`config.mk`:
```
export PLATFORM = sky130hd
export DESIGN_NAME = sth_top
export DESIGN_NICKNAME = d
export VERILOG_FILES = /design/src/hdl/sth_pkg.sv /design/src/hdl/sth_pin_sync.sv /design/src/hdl/sth_panel_dec.sv /design/src/hdl/sth_top.sv
export SDC_FILE = /design/constraint.sdc
export NUM_CORES = 1
export LEC_CHECK = 0
export ABC_AREA = 1
export BUFFER_PORTS_ARGS = -buffer_cell sky130_fd_sc_hd__buf_4
export CAP_MARGIN = 20
export CORE_MARGIN = 3
export CORE_UTILIZATION = 30
export CTS_CLUSTER_DIAMETER = 40
export DETAILED_ROUTE_END_ITERATION = 16
export GPL_ROUTABILITY_DRIVEN = 0
export PLACE_DENSITY = 0.49
export SYNTH_ARGS = -nofsm -noshare
export SYNTH_HDL_FRONTEND = slang
export SYNTH_HIERARCHICAL = 1
export SYNTH_SLANG_ARGS = --single-unit
```
`constraint.sdc`:
```
create_clock -name core_clk -period 1.99 [get_ports core_clk]
set_clock_uncertainty 0.1 [all_clocks]
set_input_delay 0.199 -clock core_clk [delete_from_list [all_inputs] [get_ports core_clk]]
set_output_delay 0.199 -clock core_clk [all_outputs]
set_load 0.05 [all_outputs]
```
`src/hdl/sth_pkg.sv`:
```
package sth_pkg;

    ////////////////////////////////////////////////////////////////////////////////
    // timing
    localparam int unsigned CLK_HZ          = 250_000_000;
    localparam int unsigned SEQ_PULSE_US    = 10;
    localparam int unsigned SEQ_PULSE_CYC   = (CLK_HZ / 1_000_000) * SEQ_PULSE_US;
    localparam int unsigned REF_LOSS_CYC    = 1000;

    ////////////////////////////////////////////////////////////////////////////////
    // register byte offsets
    localparam logic [7:0] OFS_CTRL      = 8'h00;
    localparam logic [7:0] OFS_CMD       = 8'h04;
    localparam logic [7:0] OFS_STATUS    = 8'h08;
    localparam logic [7:0] OFS_IRQ_STAT  = 8'h0C;
    localparam logic [7:0] OFS_IRQ_EN    = 8'h10;
    localparam logic [7:0] OFS_IRQ_CLR   = 8'h14;
    localparam logic [7:0] OFS_PANEL     = 8'h18;

    // control fields
    localparam int unsigned CTRL_TRIG_LSB = 0;
    localparam int unsigned CTRL_SEQ_LSB  = 2;
    localparam int unsigned CTRL_BL_BIT   = 4;
    localparam logic [31:0] CTRL_RESET    = 32'h0000_0000;

    // command bits (write pulses)
    localparam int unsigned CMD_SW_TRIG   = 0;
    localparam int unsigned CMD_SWEEP_END = 1;
    localparam int unsigned CMD_LIM_PASS  = 2;
    localparam int unsigned CMD_LIM_FAIL  = 3;

    // interrupt bits
    localparam int unsigned IRQ_SWEEP_START = 0;
    localparam int unsigned IRQ_SWEEP_END   = 1;
    localparam int unsigned IRQ_PANEL       = 2;
    localparam int unsigned IRQ_REF_CHANGE  = 3;
    localparam int unsigned IRQ_W           = 4;

    ////////////////////////////////////////////////////////////////////////////////
    typedef enum logic [1:0] {
        TRIG_SYNTH,
        TRIG_EXTERNAL,
        TRIG_SOFTWARE,
        TRIG_NONE
    } sth_trig_src_t;

    typedef enum logic [1:0] {
        SEQ_HOLD_LOW,
        SEQ_HOLD_HIGH,
        SEQ_PULSE_HIGH,
        SEQ_PULSE_LOW
    } sth_seq_mode_t;

    typedef struct packed {
        logic        read;
        logic        write;
        logic [7:0]  address;
        logic [31:0] writedata;
    } sth_avl_req_t;

    typedef struct packed {
        logic        valid;
        logic        is_encoder;
        logic [7:0]  code;
    } sth_panel_evt_t;

endpackage : sth_pkg

```
`src/hdl/sth_pin_sync.sv`:
```
module sth_pin_sync (
    input  wire logic core_clk,
    input  wire logic rst,
    input  wire logic pin_in,
    output logic      level,
    output logic      fell
);
    import sth_pkg::*;

    logic [2:0] sh_q;
    logic       level_q;

    // a change counts once the second and third stages agree
    wire agree = (sh_q[1] == sh_q[2]);

    always_ff @(posedge core_clk) begin
        if (rst) begin
            sh_q    <= 3'h7;
            level_q <= 1'b1;
        end else begin
            sh_q    <= {sh_q[1:0], pin_in};
            level_q <= agree ? sh_q[2] : level_q;
        end
    end

    assign level = level_q;
    assign fell  = agree && !sh_q[2] && level_q;
endmodule : sth_pin_sync

```
`src/hdl/sth_panel_dec.sv`:
```
module sth_panel_dec (
    input  wire logic            core_clk,
    input  wire logic            rst,
    input  wire logic [7:0]      key_lines_n,
    input  wire logic            enc_a,
    input  wire logic            enc_b,
    output sth_pkg::sth_panel_evt_t evt
);
    import sth_pkg::*;

    logic [7:0] k1_q, k2_q, k3_q, kst_q;
    logic [1:0] e1_q, e2_q, e3_q, est_q;
    sth_panel_evt_t evt_q;

    // synchronised and agreed levels
    wire [7:0] key_ok  = (k2_q == k3_q) ? ~k3_q : kst_q;
    wire [1:0] enc_ok  = (e2_q == e3_q) ? e3_q : est_q;
    wire [7:0] key_new = key_ok & ~kst_q;
    wire       enc_stp = (enc_ok[0] != est_q[0]);

    function automatic logic [7:0] lowest_bit(input logic [7:0] v);
        logic [7:0] idx;
        idx = 8'h00;
        for (int i = 7; i >= 0; i--) begin
            if (v[i]) begin
                idx = 8'(i);
            end
        end
        return idx;
    endfunction : lowest_bit

    always_ff @(posedge core_clk) begin
        if (rst) begin
            {k1_q, k2_q, k3_q} <= {3{8'hFF}};
            kst_q              <= 8'h00;
            {e1_q, e2_q, e3_q} <= 6'h00;
            est_q              <= 2'h0;
            evt_q              <= '0;
        end else begin
            k1_q  <= key_lines_n;
            k2_q  <= k1_q;
            k3_q  <= k2_q;
            kst_q <= key_ok;
            e1_q  <= {enc_b, enc_a};
            e2_q  <= e1_q;
            e3_q  <= e2_q;
            est_q <= enc_ok;
            // encoder step wins over a key in the same cycle; direction in code bit 0
            evt_q.valid      <= enc_stp || (key_new != 8'h00);
            evt_q.is_encoder <= enc_stp;
            evt_q.code       <= enc_stp ? {7'h00, enc_ok[0] ^ enc_ok[1]} : lowest_bit(key_new);
        end
    end

    assign evt = evt_q;
endmodule : sth_panel_dec

```
`src/hdl/sth_top.sv`:
```
// Functional notes
// RULE1 - sweep starts from one selected source
// RULE2 - external trigger acts on falling edge
// RULE3 - software sets source; external is exclusive
// RULE4 - sequence output static or 10 us pulse
// RULE5 - pass/fail output follows last limit result
// RULE6 - external reference auto selected while present
// RULE7 - panel events forwarded with interrupt
// RULE8 - digital backlight on/off line
// RULE9 - pulse counter from clock, rearm per sweep
//
// Decided for this implementation: the address map and the Avalon-MM interface to the registers.
module sth_top #(
    parameter int unsigned PULSE_CYC = sth_pkg::SEQ_PULSE_CYC,
    parameter int unsigned LOSS_CYC  = sth_pkg::REF_LOSS_CYC
) (
    input  wire logic               core_clk,
    input  wire logic               rst,
    input  wire logic [7:0]         avs_address,
    input  wire logic               avs_read,
    input  wire logic               avs_write,
    input  wire logic [31:0]        avs_writedata,
    input  wire logic [3:0]         avs_byteenable,
    output logic [31:0]             avs_readdata,
    output logic                    avs_waitrequest,
    input  wire logic               synth_sweep_trig,
    input  wire logic               sweep_done,
    input  wire logic               external_sweep_trigger_in,
    input  wire logic               external_freq_ref_in,
    input  wire logic [7:0]         key_lines_n,
    input  wire logic               rotary_encoder_a,
    input  wire logic               rotary_encoder_b,
    output logic                    sweep_start,
    output logic                    sequence_handler_out,
    output logic                    limit_pass_out,
    output logic                    external_freq_ref_in_select,
    output logic                    backlight_on,
    output logic                    irq
);
    import sth_pkg::*;

    ////////////////////////////////////////////////////////////////////////////////
    // bus slave: one wait cycle, answer on the second cycle of the request
    logic [31:0]    ctrl_q;
    logic [IRQ_W-1:0] ist_q, ien_q;
    logic           ack_q;
    logic [31:0]    rdata_q;
    logic [9:0]     panel_q;
    sth_avl_req_t   req;

    assign req = '{read: avs_read, write: avs_write, address: avs_address, writedata: avs_writedata};

    wire req_any  = req.read || req.write;
    wire take     = req_any && ack_q;
    wire wr_take  = take && req.write;
    wire rd_take  = take && req.read;
    wire wr_ctrl  = wr_take && (req.address == OFS_CTRL);
    wire wr_cmd   = wr_take && (req.address == OFS_CMD) && avs_byteenable[0];
    wire wr_ien   = wr_take && (req.address == OFS_IRQ_EN) && avs_byteenable[0];
    wire wr_iclr  = wr_take && (req.address == OFS_IRQ_CLR) && avs_byteenable[0];
    wire rd_panel = rd_take && (req.address == OFS_PANEL);

    function automatic logic [31:0] merge_be(input logic [31:0] old, input logic [31:0] nw,
                                             input logic [3:0] be);
        logic [31:0] r;
        r = old;
        for (int b = 0; b < 4; b++) begin
            if (be[b]) begin
                r[8*b +: 8] = nw[8*b +: 8];
            end
        end
        return r;
    endfunction : merge_be

    ////////////////////////////////////////////////////////////////////////////////
    // control fields
    wire sth_trig_src_t trig_src = sth_trig_src_t'(ctrl_q[CTRL_TRIG_LSB +: 2]);
    wire sth_seq_mode_t seq_mode = sth_seq_mode_t'(ctrl_q[CTRL_SEQ_LSB +: 2]);
    wire cmd_sw   = wr_cmd && req.writedata[CMD_SW_TRIG];
    wire cmd_end  = wr_cmd && req.writedata[CMD_SWEEP_END];
    wire cmd_pass = wr_cmd && req.writedata[CMD_LIM_PASS];
    wire cmd_fail = wr_cmd && req.writedata[CMD_LIM_FAIL];

    ////////////////////////////////////////////////////////////////////////////////
    // external trigger synchroniser
    logic ext_lvl, ext_fell;

    sth_pin_sync u_trig_sync (
        .core_clk (core_clk),
        .rst      (rst),
        .pin_in   (external_sweep_trigger_in),
        .level    (ext_lvl),
        .fell     (ext_fell)
    );

    // RULE1 source multiplexer
    // RULE3 external is sole trigger
    // RULE2 falling edge starts sweep
    logic start_d;
    always_comb begin
        case (trig_src)
            TRIG_SYNTH:    start_d = synth_sweep_trig;
            TRIG_EXTERNAL: start_d = ext_fell;
            TRIG_SOFTWARE: start_d = cmd_sw;
            default:       start_d = 1'b0;
        endcase
    end

    ////////////////////////////////////////////////////////////////////////////////
    // sequence output; pulses fire only at sweep end and never retrigger mid-pulse
    logic [31:0] pcnt_q;
    logic        pulsing_q;
    wire         sweep_end = sweep_done || cmd_end;

    // RULE9 pulse length counter
    wire pulse_last = pulsing_q && (pcnt_q == 32'(PULSE_CYC - 1));

    always_ff @(posedge core_clk) begin
        if (rst) begin
            pulsing_q <= 1'b0;
        end else if (pulsing_q) begin
            pulsing_q <= !pulse_last;
        end else begin
            // RULE9 rearm at sweep end
            pulsing_q <= sweep_end && (seq_mode == SEQ_PULSE_HIGH || seq_mode == SEQ_PULSE_LOW);
        end
    end

    always_ff @(posedge core_clk) begin
        if (rst || !pulsing_q || pulse_last) begin
            pcnt_q <= 32'h0000_0000;
        end else begin
            pcnt_q <= pcnt_q + 32'h0000_0001;
        end
    end

    // RULE4 static or pulsed level
    logic seq_d;
    always_comb begin
        case (seq_mode)
            SEQ_HOLD_LOW:   seq_d = 1'b0;
            SEQ_HOLD_HIGH:  seq_d = 1'b1;
            SEQ_PULSE_HIGH: seq_d = pulsing_q;
            SEQ_PULSE_LOW:  seq_d = !pulsing_q;
            default:        seq_d = 1'b0;
        endcase
    end

    ////////////////////////////////////////////////////////////////////////////////
    // reference detect: edges on the input keep a watchdog alive
    logic ref_lvl;
    logic ref_prev_q;
    logic ref_arm_q;
    logic [31:0] rcnt_q;
    logic        ref_sel_q;

    sth_pin_sync u_ref_sync (
        .core_clk (core_clk),
        .rst      (rst),
        .pin_in   (external_freq_ref_in),
        .level    (ref_lvl),
        .fell     ()
    );

    wire ref_edge  = (ref_lvl != ref_prev_q);
    wire ref_quiet = ref_arm_q && (rcnt_q == 32'(LOSS_CYC - 1));
    // RULE6 present while edges keep coming
    // the first edge only arms the watchdog, so the synchroniser settling after reset never selects
    wire ref_sel_d = (ref_edge && ref_arm_q) ? 1'b1 : ref_quiet ? 1'b0 : ref_sel_q;

    always_ff @(posedge core_clk) begin
        if (rst) begin
            ref_prev_q <= 1'b1;
        end else begin
            ref_prev_q <= ref_lvl;
        end
    end

    always_ff @(posedge core_clk) begin
        if (rst) begin
            ref_arm_q <= 1'b0;
        end else begin
            ref_arm_q <= ref_edge ? 1'b1 : ref_quiet ? 1'b0 : ref_arm_q;
        end
    end

    always_ff @(posedge core_clk) begin
        if (rst) begin
            rcnt_q <= 32'h0000_0000;
        end else begin
            rcnt_q <= (ref_edge || ref_quiet || !ref_arm_q) ? 32'h0000_0000 : rcnt_q + 32'h0000_0001;
        end
    end

    always_ff @(posedge core_clk) begin
        if (rst) begin
            ref_sel_q <= 1'b0;
        end else begin
            ref_sel_q <= ref_sel_d;
        end
    end

    ////////////////////////////////////////////////////////////////////////////////
    // front panel
    sth_panel_evt_t pevt;

    sth_panel_dec u_panel (
        .core_clk    (core_clk),
        .rst         (rst),
        .key_lines_n (key_lines_n),
        .enc_a       (rotary_encoder_a),
        .enc_b       (rotary_encoder_b),
        .evt         (pevt)
    );

    // panel holding register: bit 9 new, bit 8 encoder, low byte code
    // RULE7 latch event for processor
    wire [9:0] panel_d = pevt.valid ? {1'b1, pevt.is_encoder, pevt.code}
                       : rd_panel   ? {1'b0, panel_q[8:0]} : panel_q;

    ////////////////////////////////////////////////////////////////////////////////
    // interrupts: hardware set wins over a same-cycle clear
    wire [IRQ_W-1:0] ev_set;
    assign ev_set[IRQ_SWEEP_START] = start_d;
    assign ev_set[IRQ_SWEEP_END]   = sweep_end;
    // RULE7 panel interrupt source
    assign ev_set[IRQ_PANEL]       = pevt.valid;
    assign ev_set[IRQ_REF_CHANGE]  = ref_sel_d != ref_sel_q;

    wire [IRQ_W-1:0] clr_mask = wr_iclr ? req.writedata[IRQ_W-1:0] : '0;
    wire [IRQ_W-1:0] ist_d    = ev_set | (ist_q & ~clr_mask);

    ////////////////////////////////////////////////////////////////////////////////
    // read mux
    logic [31:0] rd_mux;
    always_comb begin
        case (req.address)
            OFS_CTRL:     rd_mux = ctrl_q;
            OFS_STATUS:   rd_mux = {28'h0000000, ref_sel_q, limit_pass_out, sequence_handler_out, ext_lvl};
            OFS_IRQ_STAT: rd_mux = {28'h0000000, ist_q};
            OFS_IRQ_EN:   rd_mux = {28'h0000000, ien_q};
            OFS_PANEL:    rd_mux = {22'h000000, panel_q};
            default:      rd_mux = 32'h0000_0000;
        endcase
    end

    ////////////////////////////////////////////////////////////////////////////////
    always_ff @(posedge core_clk) begin
        if (rst) begin
            ack_q <= 1'b0;
        end else begin
            ack_q <= req_any && !ack_q;
        end
    end

    always_ff @(posedge core_clk) begin
        if (rst) begin
            rdata_q <= 32'h0000_0000;
        end else begin
            rdata_q <= (req.read && !ack_q) ? rd_mux : rdata_q;
        end
    end

    // RULE3 software selects source
    always_ff @(posedge core_clk) begin
        if (rst) begin
            ctrl_q <= CTRL_RESET;
        end else begin
            ctrl_q <= wr_ctrl ? merge_be(ctrl_q, req.writedata, avs_byteenable) : ctrl_q;
        end
    end

    always_ff @(posedge core_clk) begin
        if (rst) begin
            ien_q <= '0;
        end else begin
            ien_q <= wr_ien ? req.writedata[IRQ_W-1:0] : ien_q;
        end
    end

    always_ff @(posedge core_clk) begin
        if (rst) begin
            ist_q <= '0;
        end else begin
            ist_q <= ist_d;
        end
    end

    always_ff @(posedge core_clk) begin
        if (rst) begin
            panel_q <= 10'h000;
        end else begin
            panel_q <= panel_d;
        end
    end

    // registered outputs
    always_ff @(posedge core_clk) begin
        if (rst) begin
            sweep_start <= 1'b0;
        end else begin
            sweep_start <= start_d;
        end
    end

    always_ff @(posedge core_clk) begin
        if (rst) begin
            sequence_handler_out <= 1'b0;
        end else begin
            sequence_handler_out <= seq_d;
        end
    end

    // RULE5 pass high, fail low
    always_ff @(posedge core_clk) begin
        if (rst) begin
            limit_pass_out <= 1'b0;
        end else begin
            limit_pass_out <= cmd_pass ? 1'b1 : cmd_fail ? 1'b0 : limit_pass_out;
        end
    end

    always_ff @(posedge core_clk) begin
        if (rst) begin
            external_freq_ref_in_select <= 1'b0;
        end else begin
            external_freq_ref_in_select <= ref_sel_d;
        end
    end

    // RULE8 backlight on/off line
    always_ff @(posedge core_clk) begin
        if (rst) begin
            backlight_on <= 1'b0;
        end else begin
            backlight_on <= ctrl_q[CTRL_BL_BIT];
        end
    end

    always_ff @(posedge core_clk) begin
        if (rst) begin
            irq <= 1'b0;
        end else begin
            irq <= |(ist_d & ien_q);
        end
    end

    // idles high so that it comes from a flop; low only in the answer cycle, always the inverse of ack_q
    always_ff @(posedge core_clk) begin
        if (rst) begin
            avs_waitrequest <= 1'b1;
        end else begin
            avs_waitrequest <= !(req_any && !ack_q);
        end
    end

    assign avs_readdata    = rdata_q;
endmodule : sth_top

```
==> flow_summary.json, run 1 <==
{
  "port_buffers": 100,
  "cpLargestDelayFamily": "simple AND/OR/NAND/NOR gates",
  "holdPathStages": 5,
  "path_cells": "nand2_1, nor3_1, nand4_1, nor2_2, nand2_1, xnor2_1, inv_1, nor2_1",
  "fin_crit_sh": 0.932,
  "cts_tree": "built",
  "routed_wl_um": 23800,
  "placementRows": 63,
  "grtUsageTotal": 0.143,
  "crit_buf_inv": 1,
  "io_pins": 101,
  "dp_hpwl_um": 16700,
  "cts_buffer_depth": 3,
  "min_to": "sweep_start$_SDFF_PP0_",
  "start_util": 0.308,
  "r2r_slack_ps": 130,
  "detail-route-antenna-nets": 0,
  "clkLatencyLatePin_ps": 490,
  "drc": 0,
  "p_per_area_nw_per_um2": 936,
  "grt-ovfl-total": 0,
  "required_ps": 2280,
  "fill_cells": 3131,
  "crit_top_cell": "nand2_1",
  "slew_viol_final": 0,
  "core_region_area_um2": 30000,
  "ys_warn_count": 6,
  "via_count": 8384,
  "hold_start": "synth_sweep_trig",
  "maxCapViolCount": 0,
  "crit_type": "flip-flop to flip-flop",
  "worstSetupStartpointType": "flip-flop",
  "fin_crit_ps": 1860,
  "grt_max_degree": 61,
  "netlist_area_um2": 9240,
  "layout-drive-gt1-share": 0.188,
  "status": "finished, final reports clean",
  "worstReg2RegStart": "rcnt_q[11]$_SDFF_PP0_",
  "arrival_ps": 2140,
  "setup_viol": 0,
  "drt-initial-drc-count": 343,
  "grt_pass1_vias": 8124,
  "synthCells": 1255,
  "grt_pass1_wl_um": 39600,
  "cts-buffers-inserted": 36,
  "seqPwrFrac": 0.379,
  "fin_tns_setup_ps": 0,
  "p_sw_frac": 0.232,
  "die_w_um": 182,
  "internal_power_uw": 9010,
  "max_slew.worst_pin.slew_ps": 508,
  "timing.fmax_ghz": 0.539,
  "synthToLayoutAreaGrowth_pct": 35.6,
  "end_kind": "flip-flop",
  "avgRoutedWirePerCell_um": 12.7,
  "leakagePower_uw": 0.00495,
  "crit_slowest_cell": "nor3_1",
  "max-vdd-ir-drop_mv": 0.568,
  "drtPass1Iterations": 5,
  "die_h_um": 182,
  "seqCellArea_um2": 4210,
  "cts-root-buf": "clkbuf_16",
  "clk_pin_slew_ps": 60,
  "clock-sinks": 210,
  "r2r-end": "rcnt_q[22]$_SDFF_PP0_",
  "critPathMaxStageDelay_ps": 410,
  "maxSlewHeadroom": 0.659,
  "synth.avg_cell_area_um2": 7.37,
  "grt_antenna_before_repair": 1,
  "hold_class": "input pin to flip-flop",
  "nets": 1520,
  "pwr-share-comb": 0.079,
  "diodes": 0,
  "multi_input_comb_area_um2": 4350,
  "placed_area_um2": 10500,
  "critPathMaxFanout": 4,
  "p_sw_uw": 2730,
  "fin_area_um2": 12500,
  "die-area_um2": 33000,
  "rsz0062_at_grt": "no",
  "cts_htree_levels": 2,
  "vias_per_cell": 4.48,
  "pwr-share-clk": 0.542,
  "reg2reg_depth": 8,
  "hold_viol": 0
}
worst max-delay path by stage:
stage / cells past startpoint / slack (ps) / to / from
2_1_floorplan: 11 / 340 / rcnt_q[18]$_SDFF_PP0_ / rcnt_q[0]$_SDFF_PP0_
3_3_place_gp: 9 / 130 / ctrl_q[29]$_SDFFE_PP0P_ / avs_address[1]
3_5_place_dp: 9 / 100 / ctrl_q[25]$_SDFFE_PP0P_ / avs_address[1]
4_1_cts: 6 / 20 / ctrl_q[26]$_SDFFE_PP0P_ / ack_q$_SDFF_PP0_
5_1_grt: 14 / 10 / u_panel/evt[0]$_SDFF_PP0_ / u_panel/k3_q[1]$_SDFF_PP1_
6_report: 8 / 130 / rcnt_q[22]$_SDFF_PP0_ / rcnt_q[11]$_SDFF_PP0_
metal layers:
layer / vias up / global-route usage / share of wire
li1: 4419 / - / -
met1: 3746 / 0.197 / 0.50
met2: 183 / 0.230 / 0.44
met3: 34 / 0.0250 / 0.048
met4: 2 / 0.0420 / 0.020
met5: - / 0 / 0.00055
tightest hold or removal path, stage by stage:
cell and delay (ps):
buf_4 90, o211ai_1 90, nand2_1 70, inv_1 60, nor2_1 80
layout by cell type (no fill, tap or decap), drive strengths merged, types with 21 or more instances in the layout:
master	instances
nor3	29
dlygate4sd3	67
xor2	23
nand4	21
o21ai	65
nand2	282
dfxtp	210
nor2	183
nand3	66
inv	138
clkbuf	46
buf	131
or2	36
a21oi	107
registers in the layout, indices dropped and copies added, names as in the netlist, 2 cells and up:
name	count
panel_q	10
u_panel/k1_q	8
u_trig_sync/sh_q	3
u_panel/kst_q	8
u_panel/e3_q	2
u_panel/k2_q	8
u_panel/est_q	2
rcnt_q	32
u_ref_sync/sh_q	3
u_panel/evt	5
u_panel/e1_q	2
u_panel/e2_q	2
avs_readdata	32
ien_q	4
pcnt_q	32
ctrl_q	32
ist_q	4
u_panel/k3_q	8
layout make-up:
cell class,instances,area share
Clock buffer,46,0.0805
Clock inverter,19,0.0197
Inverter,139,0.0417
Multi-Input combinational cell,869,0.347
Sequential cell,210,0.335
Tap cell,390,0.0389
Timing Repair Buffer,198,0.137
power groups by stage:
stage                     sequential, uW  clock [uW]  combinational, uW
final                               4450        6360                926
after global routing                4460        6750               1030
after CTS                           4440        6560                914
after detailed placement            4530           0                816
after global placement              4530           0                811
after floorplan                     4640           0                412
timing repair:
| action | CTS | global route |
|---|---|---|
| setup endpoints to repair | 0 | 12 |
| setup buffers | 0 | 6 |
| resized for setup | 0 | 3 |
| endpoints found under the hold margin | 62 | 0 |
| hold buffers | 67 | 0 |
through the flow:
| step | power (uW) | std cells | hold WS (ps) | utilization | setup WS, ps |
|---|---|---|---|---|---|
| 2_1_floorplan | 5060 | 1259 | 196 | - | 341 |
| 5_1_grt | 12200 | 1871 | 72.2 | 0.417 | 11.3 |
| 3_5_place_dp | 5350 | 1732 | 285 | 0.351 | 96.5 |
| 6_report | 11700 | 1871 | 35.2 | 0.417 | 135 |
| 4_1_cts | 11900 | 1864 | 21.2 | 0.415 | 19.0 |
| 3_3_place_gp | 5340 | 1732 | 282 | 0.351 | 126 |
Note: power is estimated with default switching activity, not from simulation.
==> run 2, diff against run 1 <==
Settings changed: PLACE_DENSITY 0.49 to default.
==> run 2 against run 1 <==
Sequential share of layout area grew 0.76 points. Total power fell by 8.0%. Hold slack better by 32 ps. Largest cell class unchanged. Highest routed layer unchanged.
==> flow_summary.json, run 2 (synthesized netlist as in run 1, its figures left out) <==
{
  "avgRoutedWirePerCell_um": 12.4,
  "clock-sinks": 210,
  "start_util": 0.308,
  "max_slew.worst_pin.slew_ps": 513,
  "placementRows": 63,
  "die_w_um": 182,
  "min_to": "panel_q[9]$_SDFFE_PP0P_",
  "hold_class": "input pin to flip-flop",
  "end_kind": "flip-flop",
  "die-area_um2": 33000,
  "crit_buf_inv": 3,
  "layout_commonest_cell": "nand2_1",
  "maxSlewHeadroom": 0.655,
  "grt_max_degree": 89,
  "layout_common_cells": "269 x nand2_1, 208 x dfxtp_1, 163 x nor2_1",
  "fill_cells": 3052,
  "power_uw": 10800,
  "fin_crit_sh": 0.927,
  "drc": 0,
  "detail-route-antenna-nets": 0,
  "grt-ovfl-total": 0,
  "diodes": 0,
  "dp_cells": 1728,
  "leakagePower_uw": 0.00479,
  "grt_pass1_vias": 7978,
  "setup_ws_ps": 146,
  "fin_crit_ps": 1840,
  "met2_length_um": 10200,
  "required_ps": 2340,
  "routed.top_layer": "met5",
  "layout-drive-gt1-share": 0.183,
  "fin_cells": 1851,
  "maxCapViolCount": 0,
  "via_count": 8388,
  "rsz0062_at_grt": "yes",
  "grtUsageTotal": 0.137,
  "hold_start": "avs_address[2]",
  "grt_pass1_wl_um": 38600,
  "path_cells": "ha_1, inv_1, nor2_1, nand2_1, nor2_1, nand2_1, nor2_2, inv_2, nand4_2, buf_12, nor2_1",
  "timing.fmax_ghz": 0.542,
  "slew_viol_final": 0,
  "die_h_um": 182,
  "r2r_slack_ps": 150,
  "synthToLayoutAreaGrowth_pct": 32.6,
  "worstSetupStartpointType": "flip-flop",
  "drtPass1Iterations": 5,
  "wl_met1_um": 10900,
  "io_pins": 101,
  "holdPathStages": 5,
  "vias_per_cell": 4.53,
  "reg2reg_depth": 11,
  "crit_top_cell": "nor2_1",
  "port_buffers": 100,
  "met3_wirelength_um": 1270,
  "core_region_area_um2": 30000,
  "crit_slowest_cell": "dfxtp_1",
  "cts-buffers-inserted": 31,
  "clkLatencyLatePin_ps": 560,
  "cts_buffer_depth": 3,
  "critPathMaxFanout": 32,
  "p_per_area_nw_per_um2": 881,
  "crit_type": "flip-flop to flip-flop",
  "dp_hpwl_um": 16200,
  "clk_pin_slew_ps": 60,
  "critPathMaxStageDelay_ps": 370,
  "nets": 1504,
  "max-vdd-ir-drop_mv": 0.623,
  "cpLargestDelayFamily": "simple AND/OR/NAND/NOR gates",
  "grt_antenna_before_repair": 2,
  "drt-initial-drc-count": 547,
  "hold_viol": 0,
  "cts_htree_levels": 1,
  "holdWs_ps": 67.3,
  "r2r-end": "rcnt_q[16]$_SDFF_PP0_",
  "setup_viol": 0,
  "status": "finished, final reports clean",
  "routed_wl_um": 22900,
  "dp_slack_ps": 107,
  "arrival_ps": 2190,
  "cts_tree": "built",
  "finish.utilization": 0.408,
  "worstReg2RegStart": "rcnt_q[1]$_SDFF_PP0_",
  "cts-root-buf": "clkbuf_16"
}
run 2: worst max path at each step:
stage	start	endpoint	slack, ps	cells after the start
3_5_place_dp	u_panel/k3_q[0]$_SDFF_PP1_	u_panel/evt[1]$_SDFF_PP0_	110	12
6_report	rcnt_q[1]$_SDFF_PP0_	rcnt_q[16]$_SDFF_PP0_	150	11
2_1_floorplan	rcnt_q[0]$_SDFF_PP0_	rcnt_q[18]$_SDFF_PP0_	340	11
5_1_grt	u_panel/k3_q[5]$_SDFF_PP1_	u_panel/evt[1]$_SDFF_PP0_	-30	13
3_3_place_gp	u_panel/k3_q[0]$_SDFF_PP1_	u_panel/evt[1]$_SDFF_PP0_	170	12
4_1_cts	ack_q$_SDFF_PP0_	ctrl_q[14]$_SDFFE_PP0P_	40	6
run 2: power by group:
| group | total (uW) | internal [uW] | switching [uW] |
|---|---|---|---|
| Combinational | 903 | 381 | 522 |
| Clock | 5450 | 3400 | 2060 |
| Sequential | 4440 | 4360 | 86.2 |
| Total | 10800 | 8130 | 2670 |
run 2: cell type report:
class	instances	area [um^2]	area share
sequential	210	4210	0.343
timing repair buffer	187	1630	0.133
tap	390	488	0.0398
clock buffer	35	821	0.0669
multi-input combinational	869	4350	0.355
clock inverter	21	241	0.0197
inverter	139	523	0.0427
run 2: repair_timing:
item,in CTS,in global routing
endpoints found under the setup margin,0,43
hold buffers,62,0
gates resized for setup,0,4
setup buffers,0,4
endpoints found under the hold margin,65,0
run 2: routing by layer:
layer,vias to the layer above,track usage
li1,4383,-
met3,46,0.0252
met5,-,0
met2,195,0.224
met1,3760,0.187
met4,4,0.0317
run 2: worst min-delay path: stages:
cell     delay [ps]
buf_4           120
nor2_1           60
nand2_1         110
o21ai_0          90
a21oi_1         110
run 2: through the flow:
step,instance area [um^2],setup TNS [ps]
after global placement,10500,0
after global routing,12300,-48.4
after detailed placement,10500,0
final,12300,0
after CTS,12200,0
after floorplan,9260,0
